`config.mk`:
```
export PLATFORM = sky130hd
export DESIGN_NAME = asp_top
export DESIGN_NICKNAME = d
export VERILOG_FILES = /design/src/hw/asp_pkg.sv /design/src/hw/asp_baud.sv /design/src/hw/asp_rx.sv /design/src/hw/asp_top.sv
export SDC_FILE = /design/constraint.sdc
export NUM_CORES = 1
export LEC_CHECK = 0
export BUFFER_PORTS_ARGS = -buffer_cell sky130_fd_sc_hd__buf_2
export CAP_MARGIN = 20
export CORE_MARGIN = 5
export CORE_UTILIZATION = 35
export CTS_CLUSTER_DIAMETER = 100
export DETAILED_ROUTE_END_ITERATION = 10
export PLACE_DENSITY_LB_ADDON = 0.2
export SLEW_MARGIN = 25
export SYNTH_ARGS = -nofsm -noshare
export SYNTH_HDL_FRONTEND = slang
export SYNTH_HIERARCHICAL = 1
export SYNTH_SLANG_ARGS = --single-unit
```
`constraint.sdc`:
```
create_clock -name aclk -period 6.52 [get_ports aclk]
set_input_delay 0.978 -clock aclk [delete_from_list [all_inputs] [get_ports aclk]]
set_output_delay 0.978 -clock aclk [all_outputs]
set_load 0.02 [all_outputs]
```
`src/hw/asp_pkg.sv`:
```
package asp_pkg;

	// ****************************************
	// register map (byte addresses)
	// ****************************************
	localparam int unsigned ADDR_W       = 8;
	localparam logic [7:0]  OFF_TX_DATA  = 8'h00;
	localparam logic [7:0]  OFF_RX_DATA  = 8'h04;
	localparam logic [7:0]  OFF_STATUS0  = 8'h08;
	localparam logic [7:0]  OFF_CTRL0    = 8'h0c;
	localparam logic [7:0]  OFF_CTRL1    = 8'h10;
	localparam logic [7:0]  OFF_DIV_HI   = 8'h14;
	localparam logic [7:0]  OFF_DIV_LO   = 8'h18;
	localparam logic [7:0]  OFF_ADDR_CMP = 8'h1c;
	localparam logic [7:0]  OFF_STATUS1  = 8'h20;

	// ****************************************
	// field positions
	// ****************************************
	localparam int unsigned ST0_RX_AVAIL  = 0;
	localparam int unsigned ST0_TX_EMPTY  = 1;
	localparam int unsigned ST0_PERR      = 2;
	localparam int unsigned ST0_FERR      = 3;
	localparam int unsigned ST0_OVR       = 4;
	localparam int unsigned ST0_BRK       = 5;
	localparam int unsigned ST0_TX_BUSY   = 6;
	localparam int unsigned ST0_CTS       = 7;
	localparam int unsigned C0_TX_EN      = 0;
	localparam int unsigned C0_RX_EN      = 1;
	localparam int unsigned C0_PAR_EN     = 2;
	localparam int unsigned C0_PAR_ODD    = 3;
	localparam int unsigned C0_TWO_STOP   = 4;
	localparam int unsigned C0_CTS_EN     = 5;
	localparam int unsigned C1_MD_EN      = 0;
	localparam int unsigned C1_MPMD_LO    = 1;
	localparam int unsigned C1_MPMD_HI    = 2;
	localparam int unsigned C1_ADDR_MARK  = 3;
	localparam int unsigned C1_TIMER      = 4;
	localparam int unsigned S1_RX_NINTH   = 0;
	localparam int unsigned S1_TIMER_FLAG = 1;

	// ****************************************
	// reset values, timing, answers
	// ****************************************
	localparam logic [15:0] DIV_RESET    = 16'h0001;
	localparam logic [7:0]  ADDR_RESET   = 8'h00;
	localparam logic [3:0]  OVS_MID      = 4'h7;
	localparam logic [3:0]  OVS_LAST     = 4'hf;
	localparam logic [2:0]  LAST_BIT     = 3'h7;
	localparam logic [1:0]  RESP_OKAY    = 2'h0;
	localparam logic [1:0]  RESP_SLVERR  = 2'h2;
	localparam logic [1:0]  MPMD_ALL     = 2'h0;
	localparam logic [1:0]  MPMD_ADDR    = 2'h1;
	localparam logic [1:0]  MPMD_MATCH   = 2'h2;
	localparam logic [1:0]  MPMD_DATA    = 2'h3;

	// ****************************************
	// types
	// ****************************************
	typedef struct packed {
		logic       tx_enable;
		logic       rx_enable;
		logic       parity_enable;
		logic       parity_odd;
		logic       two_stop;
		logic       cts_flow_enable;
		logic       multidrop_enable;
		logic [1:0] mpmd;
		logic       tx_address_marker;
		logic       timer_mode;
	} asp_cfg_t;

	typedef struct packed {
		logic       valid;
		logic [7:0] data;
		logic       ninth;
		logic       perr;
		logic       ferr;
		logic       brk;
	} asp_rx_result_t;

	typedef enum logic [2:0] {
		TX_IDLE  = 3'b000,
		TX_START = 3'b001,
		TX_DATA  = 3'b010,
		TX_NINTH = 3'b011,
		TX_STOP1 = 3'b100,
		TX_STOP2 = 3'b101
	} asp_tx_state_t;

	typedef enum logic [2:0] {
		RX_IDLE  = 3'b000,
		RX_START = 3'b001,
		RX_DATA  = 3'b010,
		RX_NINTH = 3'b011,
		RX_STOP  = 3'b100
	} asp_rx_state_t;

	function automatic logic asp_parity(input logic [7:0] d, input logic odd);
		asp_parity = (^d) ^ odd;
	endfunction

endpackage

```
`src/hw/asp_baud.sv`:
```
module asp_baud
	import asp_pkg::*;
(
	input  wire logic        aclk,
	input  wire logic        aresetn,
	input  wire logic        ce,
	input  wire logic [15:0] divisor,
	output logic             tick
);

	typedef struct packed {
		logic [15:0] cnt;
		logic        tick;
	} asp_baud_state_t;

	asp_baud_state_t r_reg;
	asp_baud_state_t r_next;

	// ****************************************
	// divider: one tick every divisor clocks
	// ****************************************
	always_comb
	begin
		r_next = r_reg;
		r_next.tick = 1'b0;
		if (r_reg.cnt == 16'h0000)
		begin
			r_next.tick = 1'b1;
			// zero behaves as one, so the tick never stops
			r_next.cnt = (divisor <= 16'h0001) ? 16'h0000 : divisor - 16'h0001;
		end
		else
			r_next.cnt = r_reg.cnt - 16'h0001;
	end

	always_ff @(posedge aclk)
	begin
		if (!aresetn)
			r_reg <= '0;
		else if (ce)
			r_reg <= r_next;
	end

	assign tick = r_reg.tick;

endmodule

```
`src/hw/asp_rx.sv`:
```
module asp_rx
	import asp_pkg::*;
(
	input  wire logic     aclk,
	input  wire logic     aresetn,
	input  wire logic     ce,
	input  wire logic     tick,
	input  wire logic     enable,
	input  wire asp_cfg_t cfg,
	input  wire logic     rxd,
	output asp_rx_result_t result
);

	typedef struct packed {
		asp_rx_state_t  st;
		logic [3:0]     ovs;
		logic [2:0]     bit_cnt;
		logic [7:0]     shift;
		logic           ninth;
		asp_rx_result_t res;
	} asp_rx_reg_t;

	asp_rx_reg_t r_reg;
	asp_rx_reg_t r_next;
	logic        has_ninth;

	// ****************************************
	// 16x oversampled receiver
	// ****************************************
	always_comb
	begin
		has_ninth = cfg.parity_enable | cfg.multidrop_enable;
		r_next = r_reg;
		r_next.res.valid = 1'b0;
		if (tick)
		begin
			r_next.ovs = r_reg.ovs + 4'h1;
			case (r_reg.st)
				RX_IDLE:
				begin
					r_next.ovs = 4'h0;
					if (enable && !rxd)
						r_next.st = RX_START;
				end
				RX_START:
					if (r_reg.ovs == OVS_MID)
					begin
						// a glitch shorter than half a bit is not a start bit
						r_next.st = rxd ? RX_IDLE : RX_DATA;
						r_next.ovs = 4'h0;
						r_next.bit_cnt = 3'h0;
					end
				RX_DATA:
					if (r_reg.ovs == OVS_LAST)
					begin
						r_next.shift = {rxd, r_reg.shift[7:1]};
						r_next.bit_cnt = r_reg.bit_cnt + 3'h1;
						if (r_reg.bit_cnt == LAST_BIT)
							r_next.st = has_ninth ? RX_NINTH : RX_STOP;
					end
				RX_NINTH:
					if (r_reg.ovs == OVS_LAST)
					begin
						r_next.ninth = rxd;
						r_next.st = RX_STOP;
					end
				RX_STOP:
					if (r_reg.ovs == OVS_LAST)
					begin
						// only the first stop bit is checked; a second one reads as idle
						r_next.st = RX_IDLE;
						r_next.res.valid = 1'b1;
						r_next.res.data = r_reg.shift;
						r_next.res.ninth = cfg.multidrop_enable & r_reg.ninth;
						r_next.res.ferr = ~rxd;
						r_next.res.brk = ~rxd & (r_reg.shift == 8'h00) & ~(has_ninth & r_reg.ninth);
						r_next.res.perr = cfg.parity_enable & ~cfg.multidrop_enable
							& (r_reg.ninth != asp_parity(r_reg.shift, cfg.parity_odd));
					end
				default:
					r_next.st = RX_IDLE;
			endcase
		end
	end

	always_ff @(posedge aclk)
	begin
		if (!aresetn)
			r_reg <= '0;
		else if (ce)
			r_reg <= r_next;
	end

	assign result = r_reg.res;

endmodule

```
`src/hw/asp_top.sv`:
```
// How it works
// - eight data bits, least significant first
// - every character opens with low start
// - one or two high stop bits, selectable
// - parity inserted on transmit, checked on receive
// - shared divider and format, independent engines
// - separate enables; transmit only when enabled
// - transmit-empty flag shows holding register free
// - written byte moves to shifter by itself
// - transmit interrupt while transmit enabled and holding register empty
// - separate transmit and receive interrupt outputs
// - framing, parity, overrun, break reported
// - flow enable decides whether clear-to-send gates
// - multidrop enable selects ninth-bit, four schemes
// - ninth bit from address-marker control bit
// - 16-bit divider as high, low bytes
// - divider also usable as plain timer
// - driver-enable output for external transceiver
// - clear-to-send sampled before start; character finishes
// - ninth bit sits between data and stop
// - receive-available flag shows unread byte
//
// The address map and register access over AXI4-Lite are this design's own decisions.
module asp_top
	import asp_pkg::*;
(
	input  wire logic        aclk,
	input  wire logic        aresetn,
	input  wire logic        ce,
	input  wire logic [7:0]  s_axi_awaddr,
	input  wire logic [2:0]  s_axi_awprot,
	input  wire logic        s_axi_awvalid,
	output logic             s_axi_awready,
	input  wire logic [31:0] s_axi_wdata,
	input  wire logic [3:0]  s_axi_wstrb,
	input  wire logic        s_axi_wvalid,
	output logic             s_axi_wready,
	output logic [1:0]       s_axi_bresp,
	output logic             s_axi_bvalid,
	input  wire logic        s_axi_bready,
	input  wire logic [7:0]  s_axi_araddr,
	input  wire logic [2:0]  s_axi_arprot,
	input  wire logic        s_axi_arvalid,
	output logic             s_axi_arready,
	output logic [31:0]      s_axi_rdata,
	output logic [1:0]       s_axi_rresp,
	output logic             s_axi_rvalid,
	input  wire logic        s_axi_rready,
	input  wire logic        rxd,
	input  wire logic        cts_n,
	output logic             txd,
	output logic             line_driver_enable,
	output logic             tx_irq,
	output logic             rx_irq,
	output logic             timer_irq
);

	// ****************************************
	// state
	// ****************************************
	typedef struct packed {
		logic          awready;
		logic          aw_have;
		logic [7:0]    awaddr;
		logic          wready;
		logic          w_have;
		logic [31:0]   wdata;
		logic [3:0]    wstrb;
		logic          bvalid;
		logic [1:0]    bresp;
		logic          arready;
		logic          rvalid;
		logic [31:0]   rdata;
		logic [1:0]    rresp;
		asp_cfg_t      cfg;
		logic [7:0]    div_hi;
		logic [7:0]    div_lo;
		logic [7:0]    addr_cmp;
		logic [7:0]    tx_hold;
		logic          hold_full;
		logic [7:0]    rx_data;
		logic          rx_ninth;
		logic          rx_avail;
		logic          in_frame;
		logic          perr;
		logic          ferr;
		logic          ovr;
		logic          brk;
		logic          timer_flag;
		asp_tx_state_t tx_st;
		logic [3:0]    tx_ovs;
		logic [2:0]    tx_bit;
		logic [7:0]    tx_shift;
		logic          tx_ninth;
		logic          tx_has9;
		logic          txd;
		logic          de;
		logic          tx_irq;
		logic          rx_irq;
		logic          timer_irq;
	} asp_top_state_t;

	asp_top_state_t r_reg;
	asp_top_state_t r_next;
	logic           baud_tick;
	logic           line_tick;
	asp_rx_result_t rx_res;
	logic           addr_byte;
	logic           addr_match;
	logic           accept;
	logic           bit_end;
	logic [7:0]     rd_addr;

	function automatic logic is_mapped(input logic [7:0] a);
		is_mapped = (a == OFF_TX_DATA) || (a == OFF_RX_DATA) || (a == OFF_STATUS0) ||
			(a == OFF_CTRL0) || (a == OFF_CTRL1) || (a == OFF_DIV_HI) ||
			(a == OFF_DIV_LO) || (a == OFF_ADDR_CMP) || (a == OFF_STATUS1);
	endfunction

	// ****************************************
	// shared bit timing and receiver
	// ****************************************
	asp_baud u_baud (
		.aclk    (aclk),
		.aresetn (aresetn),
		.ce      (ce),
		.divisor ({r_reg.div_hi, r_reg.div_lo}),
		.tick    (baud_tick)
	);

	// in timer mode the divider belongs to the timer and the line engines freeze
	assign line_tick = baud_tick & ~r_reg.cfg.timer_mode;

	asp_rx u_rx (
		.aclk    (aclk),
		.aresetn (aresetn),
		.ce      (ce),
		.tick    (line_tick),
		.enable  (r_reg.cfg.rx_enable),
		.cfg     (r_reg.cfg),
		.rxd     (rxd),
		.result  (rx_res)
	);

	// ****************************************
	// next state
	// ****************************************
	always_comb
	begin
		r_next = r_reg;
		rd_addr = s_axi_araddr;

		// write channel: address and data taken in either order
		if (s_axi_awvalid && r_reg.awready)
		begin
			r_next.aw_have = 1'b1;
			r_next.awaddr = s_axi_awaddr;
		end
		if (s_axi_wvalid && r_reg.wready)
		begin
			r_next.w_have = 1'b1;
			r_next.wdata = s_axi_wdata;
			r_next.wstrb = s_axi_wstrb;
		end
		if (r_reg.bvalid && s_axi_bready)
			r_next.bvalid = 1'b0;
		if (r_reg.aw_have && r_reg.w_have && !r_reg.bvalid)
		begin
			r_next.aw_have = 1'b0;
			r_next.w_have = 1'b0;
			r_next.bvalid = 1'b1;
			r_next.bresp = is_mapped(r_reg.awaddr) ? RESP_OKAY : RESP_SLVERR;
			if (r_reg.wstrb[0])
			begin
				case (r_reg.awaddr)
					OFF_TX_DATA:
						// a byte written while the holding register is full is dropped
						if (!r_reg.hold_full)
						begin
							r_next.tx_hold = r_reg.wdata[7:0];
							r_next.hold_full = 1'b1;
						end
					OFF_CTRL0:
					begin
						r_next.cfg.tx_enable = r_reg.wdata[C0_TX_EN];
						r_next.cfg.rx_enable = r_reg.wdata[C0_RX_EN];
						r_next.cfg.parity_enable = r_reg.wdata[C0_PAR_EN];
						r_next.cfg.parity_odd = r_reg.wdata[C0_PAR_ODD];
						r_next.cfg.two_stop = r_reg.wdata[C0_TWO_STOP];
						r_next.cfg.cts_flow_enable = r_reg.wdata[C0_CTS_EN];
					end
					OFF_CTRL1:
					begin
						r_next.cfg.multidrop_enable = r_reg.wdata[C1_MD_EN];
						r_next.cfg.mpmd = r_reg.wdata[C1_MPMD_HI:C1_MPMD_LO];
						r_next.cfg.tx_address_marker = r_reg.wdata[C1_ADDR_MARK];
						r_next.cfg.timer_mode = r_reg.wdata[C1_TIMER];
					end
					OFF_DIV_HI:
						r_next.div_hi = r_reg.wdata[7:0];
					OFF_DIV_LO:
						r_next.div_lo = r_reg.wdata[7:0];
					OFF_ADDR_CMP:
						r_next.addr_cmp = r_reg.wdata[7:0];
					default:
						r_next.bresp = r_next.bresp;
				endcase
			end
		end
		r_next.awready = ~r_next.aw_have;
		r_next.wready = ~r_next.w_have;

		// read channel: side effects of reads are the clears
		if (r_reg.rvalid && s_axi_rready)
			r_next.rvalid = 1'b0;
		if (s_axi_arvalid && r_reg.arready)
		begin
			r_next.rvalid = 1'b1;
			r_next.rresp = is_mapped(rd_addr) ? RESP_OKAY : RESP_SLVERR;
			r_next.rdata = 32'h0000_0000;
			case (rd_addr)
				OFF_RX_DATA:
				begin
					r_next.rdata[7:0] = r_reg.rx_data;
					r_next.rx_avail = 1'b0;
				end
				OFF_STATUS0:
				begin
					r_next.rdata[ST0_RX_AVAIL] = r_reg.rx_avail;
					r_next.rdata[ST0_TX_EMPTY] = ~r_reg.hold_full;
					r_next.rdata[ST0_PERR] = r_reg.perr;
					r_next.rdata[ST0_FERR] = r_reg.ferr;
					r_next.rdata[ST0_OVR] = r_reg.ovr;
					r_next.rdata[ST0_BRK] = r_reg.brk;
					r_next.rdata[ST0_TX_BUSY] = r_reg.tx_st != TX_IDLE;
					r_next.rdata[ST0_CTS] = ~cts_n;
					r_next.perr = 1'b0;
					r_next.ferr = 1'b0;
					r_next.ovr = 1'b0;
					r_next.brk = 1'b0;
				end
				OFF_CTRL0:
				begin
					r_next.rdata[C0_TX_EN] = r_reg.cfg.tx_enable;
					r_next.rdata[C0_RX_EN] = r_reg.cfg.rx_enable;
					r_next.rdata[C0_PAR_EN] = r_reg.cfg.parity_enable;
					r_next.rdata[C0_PAR_ODD] = r_reg.cfg.parity_odd;
					r_next.rdata[C0_TWO_STOP] = r_reg.cfg.two_stop;
					r_next.rdata[C0_CTS_EN] = r_reg.cfg.cts_flow_enable;
				end
				OFF_CTRL1:
				begin
					r_next.rdata[C1_MD_EN] = r_reg.cfg.multidrop_enable;
					r_next.rdata[C1_MPMD_HI:C1_MPMD_LO] = r_reg.cfg.mpmd;
					r_next.rdata[C1_ADDR_MARK] = r_reg.cfg.tx_address_marker;
					r_next.rdata[C1_TIMER] = r_reg.cfg.timer_mode;
				end
				OFF_DIV_HI:
					r_next.rdata[7:0] = r_reg.div_hi;
				OFF_DIV_LO:
					r_next.rdata[7:0] = r_reg.div_lo;
				OFF_ADDR_CMP:
					r_next.rdata[7:0] = r_reg.addr_cmp;
				OFF_STATUS1:
				begin
					r_next.rdata[S1_RX_NINTH] = r_reg.rx_ninth;
					r_next.rdata[S1_TIMER_FLAG] = r_reg.timer_flag;
					r_next.timer_flag = 1'b0;
				end
				default:
					r_next.rdata = 32'h0000_0000;
			endcase
		end
		r_next.arready = ~r_next.rvalid;

		// timer: hardware set wins over the read clear
		if (baud_tick && r_reg.cfg.timer_mode)
			r_next.timer_flag = 1'b1;

		// receive acceptance and multidrop filtering
		addr_byte = r_reg.cfg.multidrop_enable & rx_res.ninth;
		addr_match = rx_res.data == r_reg.addr_cmp;
		accept = 1'b1;
		if (r_reg.cfg.multidrop_enable)
		begin
			case (r_reg.cfg.mpmd)
				MPMD_ALL:
					accept = 1'b1;
				MPMD_ADDR:
					accept = addr_byte;
				MPMD_MATCH:
					accept = addr_byte ? addr_match : r_reg.in_frame;
				MPMD_DATA:
					accept = ~addr_byte & r_reg.in_frame;
				default:
					accept = 1'b1;
			endcase
		end
		if (rx_res.valid)
		begin
			if (addr_byte)
				r_next.in_frame = addr_match;
			// errors are reported even for bytes that the filter drops
			r_next.perr = r_next.perr | rx_res.perr;
			r_next.ferr = r_next.ferr | rx_res.ferr;
			r_next.brk = r_next.brk | rx_res.brk;
			if (accept)
			begin
				r_next.ovr = r_next.ovr | r_next.rx_avail;
				r_next.rx_data = rx_res.data;
				r_next.rx_ninth = rx_res.ninth;
				r_next.rx_avail = 1'b1;
			end
		end

		// transmitter
		bit_end = line_tick && (r_reg.tx_ovs == OVS_LAST);
		if (line_tick)
			r_next.tx_ovs = r_reg.tx_ovs + 4'h1;
		case (r_reg.tx_st)
			TX_IDLE:
			begin
				r_next.tx_ovs = 4'h0;
				r_next.txd = 1'b1;
				r_next.de = 1'b0;
				// clear-to-send is looked at here, the clock before the start bit
				if (r_reg.hold_full && r_reg.cfg.tx_enable && !r_reg.cfg.timer_mode &&
					(!r_reg.cfg.cts_flow_enable || !cts_n))
				begin
					r_next.tx_st = TX_START;
					r_next.tx_shift = r_reg.tx_hold;
					r_next.hold_full = 1'b0;
					r_next.tx_has9 = r_reg.cfg.multidrop_enable | r_reg.cfg.parity_enable;
					r_next.tx_ninth = r_reg.cfg.multidrop_enable ? r_reg.cfg.tx_address_marker
						: asp_parity(r_reg.tx_hold, r_reg.cfg.parity_odd);
					r_next.txd = 1'b0;
					r_next.de = 1'b1;
				end
			end
			TX_START:
				if (bit_end)
				begin
					r_next.tx_st = TX_DATA;
					r_next.tx_bit = 3'h0;
					r_next.txd = r_reg.tx_shift[0];
				end
			TX_DATA:
				if (bit_end)
				begin
					r_next.tx_shift = {1'b0, r_reg.tx_shift[7:1]};
					r_next.tx_bit = r_reg.tx_bit + 3'h1;
					r_next.txd = r_reg.tx_shift[1];
					if (r_reg.tx_bit == LAST_BIT)
					begin
						r_next.tx_st = r_reg.tx_has9 ? TX_NINTH : TX_STOP1;
						r_next.txd = r_reg.tx_has9 ? r_reg.tx_ninth : 1'b1;
					end
				end
			TX_NINTH:
				if (bit_end)
				begin
					r_next.tx_st = TX_STOP1;
					r_next.txd = 1'b1;
				end
			TX_STOP1:
				if (bit_end)
				begin
					r_next.tx_st = r_reg.cfg.two_stop ? TX_STOP2 : TX_IDLE;
					r_next.de = r_reg.cfg.two_stop;
				end
			TX_STOP2:
				if (bit_end)
				begin
					r_next.tx_st = TX_IDLE;
					r_next.de = 1'b0;
				end
			default:
				r_next.tx_st = TX_IDLE;
		endcase

		// interrupt request levels, one per engine and one for the timer
		r_next.tx_irq = r_reg.cfg.tx_enable & ~r_next.hold_full;
		r_next.rx_irq = r_next.rx_avail | r_next.perr | r_next.ferr | r_next.ovr | r_next.brk;
		r_next.timer_irq = r_next.timer_flag;
	end

	// ****************************************
	// registers
	// ****************************************
	always_ff @(posedge aclk)
	begin
		if (!aresetn)
		begin
			r_reg <= '0;
			r_reg.div_lo <= DIV_RESET[7:0];
			r_reg.div_hi <= DIV_RESET[15:8];
			r_reg.addr_cmp <= ADDR_RESET;
			r_reg.txd <= 1'b1;
		end
		else if (ce)
			r_reg <= r_next;
	end

	assign s_axi_awready = r_reg.awready;
	assign s_axi_wready = r_reg.wready;
	assign s_axi_bresp = r_reg.bresp;
	assign s_axi_bvalid = r_reg.bvalid;
	assign s_axi_arready = r_reg.arready;
	assign s_axi_rdata = r_reg.rdata;
	assign s_axi_rresp = r_reg.rresp;
	assign s_axi_rvalid = r_reg.rvalid;
	assign txd = r_reg.txd;
	assign line_driver_enable = r_reg.de;
	assign tx_irq = r_reg.tx_irq;
	assign rx_irq = r_reg.rx_irq;
	assign timer_irq = r_reg.timer_irq;

endmodule

```
; ---- Yosys cells after proc, flatten, opt, wreduce, memory -nomap -nowiden
; Index checks and enable logic that the tools add are counted.
[word_totals]
regBits = 196
output_inout_bits = 46
inputBits = 68
[op_classes]
addsub = 6
magnitude_cmp = 1
mux = 75
n_eq_ne = 48
n_reduce_logical = 81
bitwise_logic = 32
[op_table]
columns = op, n
row1 = 8-bit by 5-bit == test with 1-bit output (second input constant), 8
row2 = 3-bit 2-to-1 mux, 16
row3 = 4-bit AND reduction, 11
row4 = 13-bit 2-to-1 mux, 3
row5 = 37-bit 2-to-1 mux, 1
row6 = 35-bit 2-to-1 mux, 1
row7 = 8-bit by 4-bit == test with 1-bit output (second input constant), 4
row8 = 16-bit 2-to-1 mux, 2
row9 = 16-bit by 1-bit subtractor with 16-bit output (second input constant), 2
row10 = 1-bit 2-to-1 mux, 26
row11 = 8-bit zero test, 3
row12 = 11-bit 2-to-1 mux, 2
row13 = 3-bit one-hot mux with 7 select lines, 1
row14 = 3-bit one-hot mux with 6 select lines, 1
row15 = 1-bit logical OR, 17
row16 = 8-bit by 3-bit == test with 1-bit output (second input constant), 2
row17 = 8-bit by 6-bit == test with 1-bit output (second input constant), 2
row18 = 16-bit by 1-bit <= comparator with 1-bit output (second input constant), 1
row19 = 16-bit zero test, 1
row20 = 2-bit one-hot mux with 8 select lines, 1
row21 = 8-bit one-hot mux with 2 select lines, 1
row22 = 2-bit AND reduction, 8
row23 = 8-bit AND reduction, 2
row24 = 8-bit parity, 2
row25 = other kinds (40), 125

; ---- Longest topological paths before layout
[logic_depth]
depth_word = 12
ltp_mapped = 8
ltp_nobuf = 7

; ---- Cells and area by module
; Netlist, hierarchy kept.
[by_module_without_submodules]
columns = mod, area_per_inst_um2, seq_area_each_um2, instances, cells_each
row1 = asp_top, 5881.9, 2362.3, 1, 699
row2 = asp_rx, 1745.4, 640.6, 1, 197
row3 = asp_baud, 1358.8, 340.3, 1, 174

; ---- Least setup slack after synthesis
; Ideal clock, no wire load.
[synth_path]
path_type = in2reg
from = input port s_axi_araddr[1]
to = register r_reg, in the netlist rx_irq
arrival_time_ns = 2.461
stages = 6
setup_slack_ns = 3.933
setup_time_ns = 0.125
required_ns = 6.395
path_cell_list = or4_4 or3_1 buf_6 nor2b_4 a31oi_1 o41a_1
[synth_between]
elab_chain_len = 9
[synth_rtl]
columns = item, line_no
row1 = from (decl), asp_top.sv:41  ; input wire logic [7:0] s_axi_araddr,
row2 = 8-bit by 3-bit == test with 1-bit output or 8-bit by 4-bit == test with 1-bit output (tied branches), asp_top.sv:221  ; case (rd_addr)
row3 = 1-bit 2-to-1 mux or 4-bit 2-to-1 mux (tied branches), asp_top.sv:221
row4 = 1-bit 2-to-1 mux or 5-bit 2-to-1 mux (tied branches), asp_top.sv:216  ; if (s_axi_arvalid && r_reg.arready)
row5 = 1-bit 2-to-1 mux or 1-bit OR (tied branches), "asp_top.sv:307, asp_top.sv:304"
row6 = 6-bit 2-to-1 mux (*), asp_top.sv:299  ; if (rx_res.valid)
row7 = 1-bit OR (3 in a row), asp_top.sv:383  ; r_next.rx_irq = r_next.rx_avail | r_next.perr | r_next.ferr | r_next.ovr | r_next.brk;
row8 = 1-bit OR (*), asp_top.sv:383
row9 = to (signal assigned), asp_top.sv:401  ; r_reg <= r_next;
row10 = to (decl), asp_top.sv:103  ; asp_top_state_t r_reg;
; Mark *: on every way between the ends. The rest lies on a longest branch, timed or not. The select of a mux whose other input is x is not followed.
; A chain may end at the register's enable or synchronous reset.

==> results_dict.tcl <==
set metrics [dict create \
    drive_above_1_share_pct 11.48 \
    initial_core_util_pct 35.58 \
    tritoncts "yes" \
    port_buffers 54 \
    synthArstFlopShare_pct 0 \
    synth_seq_cells 167 \
    drv_cap 0 \
    synth_flop_cell "dfxtp_1" \
    outcome "finished, final reports clean" \
    worstHoldPathCells 2 \
    design.core.area_mm2 0.02525 \
    overflow 0 \
    synth-compound-area-share_pct 15.39 \
    hold_buffers 0 \
    worstMarginPinSlew_ns 0.8529 \
    syn_inst 1070 \
    finalPower_uw 2360 \
    insertion_delay_ns 0.43 \
    r2r_cells 8 \
    setup_viol 0 \
    fin_nets 1149 \
    crit_path_start_kind "input port" \
    peakVddDrop_mv 0.1576 \
    grt_start_max_net_pins 71 \
    yosysTopAreaCell "dfxtp_1" \
    critPathCapture "u_baud/r_reg[12]" \
    leakage_uw 0.003628 \
    reg2reg_slack_ns 4.08 \
    worstHoldPathType "reg -> reg" \
    floorplan.die.height_um 170.2 \
    syn_area_mm2 0.008986 \
    synth_mux_area_share_pct 9.078 \
    max_slew_margin_pct 43.06 \
    vias 7315 \
    clk_path_buf_depth 2 \
    fp-row-count 58 \
    avgSynthCellArea_um2 8.398 \
    largest_reg_flops 98 \
    first_pass_iters 8 \
    yosysSeqAreaShare_pct 37.20 \
    vias_per_cell 5.184 \
    synth_top_family_by_area "simple AND/OR/NAND/NOR gates" \
    period_needed_ns 2.841 \
    synthAdderAreaFrac_pct 1.949 \
    io_pins 114 \
    syn_to_final_growth_pct 8.535 \
    rsz0062_at_grt "no" \
    fin_skew_ns 0.009054 \
    ant_nets 0 \
    critPathLaunch "ce" \
    synth.distinct_cells 78 \
    synth-simple-area-share_pct 24.87 \
    max_freq_mhz 352.0 \
    arrival_ns 3.22 \
    antenna_found_initial 0 \
    r2r_end "u_baud/r_reg[10]" \
    cts_setup_buffers 0 \
    drt-total-wl_um 23680 \
    drt-wirelength-per-cell_um 16.78 \
    cts_resized 0 \
    dp_hpwl_um 16950 \
    yosys_warnings 6 \
    endpoint_kind "flop" \
    cts_made_buffers 17 \
    gp_congestion 0.8102 \
    fp.dieArea_mm2 0.02898 \
    cts-root-buf "clkbuf_16" \
    clock_sinks 167 \
    worstPathRequired_ns 6.90 \
    cts-htree-levels 4 \
    drt_iter0_drc 500 \
    grt_pass1_vias 7061 \
    synth_area_leaders "dfxtp_1 (37%), mux2i_1 (7.6%), nand2_1 (5.5%), buf_4 (4.5%), nor2_1 (3.9%)" \
    grt_pass1_wl_um 38110 \
    finalHoldViolations 0 \
    post-route-drc-count 0 \
    clk_pin_slew_ns 0.07 \
    grt.total_usage_pct 16.49 \
    fin_setup_tns_ns 0 \
    synth-edff-count 0 \
    worstPathMaxFanout 21 \
    slew_viol_final 0 \
    synth_top_area_share_pct 37.20 \
    synth_xor_area_share_pct 3.411 \
    reg2reg_from "u_baud/r_reg[1]" \
    powerDensity_mw_per_mm2 242.0 \
    chipWidth_um 170.2 \
    period_share_pct 43.57 \
    crit_type "in -> reg" \
]
## worst min path at each step
stage / from / to / slack [ns]
final: r_reg[32] / r_reg[32] / 0.46
after global routing: r_reg[16] / r_reg[16] / 0.48
after CTS: r_reg[32] / r_reg[32] / 0.46
after detailed placement: r_reg[32] / r_reg[32] / 0.45
after global placement: r_reg[34] / r_reg[34] / 0.44
after floorplan: r_reg[124] / r_reg[124] / 0.43
## routing by layer
| metal | track usage [%] | share of wire [%] |
|---|---|---|
| met5 | 0 | 0 |
| met4 | 4.375 | 1.2 |
| met3 | 3.368 | 3.9 |
| met2 | 27.48 | 48 |
| met1 | 21.84 | 47 |
## cell usage in the layout (no fill, tap or decap), drive strengths merged, types with 4 or more instances in the layout
cell type	count
nand3b	11
a311oi	7
and3	9
nor2b	20
conb	26
dfxtp	167
o21ai	54
nor3	26
or4b	4
inv	18
nand4	12
clkinv	8
nand2b	18
buf	62
nand2	132
clkbuf	20
nor4	18
nor3b	10
a21boi	25
or4	9
or3	13
a21oi	60
a211oi	7
mux2i	68
nor2	94
a31oi	8
mux2	6
o21a	6
xor2	11
o31ai	9
a22oi	13
ha	14
xnor2	24
nand3	39
and2	6
## logic make-up (layout without fill, tap and decap cells)
logic type / after synthesis / in the layout
AND/OR/NAND/NOR: 436 / 436
other: 1 / 27
flip-flops: 167 / 167
AO/OA/AOI/OAI: 213 / 213
buffers and inverters: 127 / 112
multiplexers: 77 / 77
XOR/XNOR: 35 / 35
adder cells (fa/ha/maj): 14 / 14
## worst max-delay path, stage by stage
cell	delay [ns]
buf_2	0.37
nor4b_2	0.66
nand2_1	0.19
or4b_2	0.65
o21ai_0	0.20
o21a_1	0.16
## power by group
part           internal [µW]  leakage, µW  switching [µW]
Sequential              1050      0.00135            38.9
Clock                    563     0.000274             427
Combinational            107      0.00201             175
## stage by stage
| step | instances | util, % | hold slack, ns | setup slack (ns) | cell area (µm²) |
|---|---|---|---|---|---|
| after floorplan | 1095 | - | 0.4318 | 3.933 | 9080 |
| after global placement | 1378 | 36.30 | 0.4441 | 3.246 | 9166 |
| final | 1411 | 38.62 | 0.4570 | 3.679 | 9753 |
| after global routing | 1410 | 38.61 | 0.4781 | 3.597 | 9751 |
| after CTS | 1410 | 38.56 | 0.4587 | 3.711 | 9737 |
| after detailed placement | 1378 | 36.31 | 0.4499 | 3.281 | 9170 |
## synth_stat cells (3+ instances only)
master / instances
nand4_1: 11
nor4_1: 16
o21ai_0: 54
mux2_2: 6
a21oi_1: 60
xor2_1: 11
a22oi_1: 13
or4b_2: 3
mux2i_1: 68
a311oi_1: 7
and3_1: 9
nand2_1: 132
and2_1: 6
a31oi_1: 7
ha_1: 14
nand3b_1: 11
nand3_1: 39
a21boi_1: 16
nand2b_1: 18
xnor2_1: 24
inv_1: 18
clkbuf_1: 39
o31ai_1: 9
or4_1: 7
buf_2: 11
mux4_2: 3
nor3_1: 25
a21boi_0: 9
a21o_1: 3
dfxtp_1: 167
nor3b_1: 9
o21a_1: 6
nor2_1: 93
buf_6: 4
nor2b_1: 19
or3_1: 13
a211oi_1: 5
buf_4: 54
## layout make-up
type | instances | area, µm²
tap | 330 | 412.9
clock inverter | 12 | 130.1
clock buffer | 20 | 436.7
inverter | 18 | 67.56
timing repair buffer | 62 | 330.3
sequential | 167 | 3343
fill | 2617 | 15500
antenna | 1 | 2.502
multi-input combinational | 801 | 5030
(Power assumes the default switching activity.)
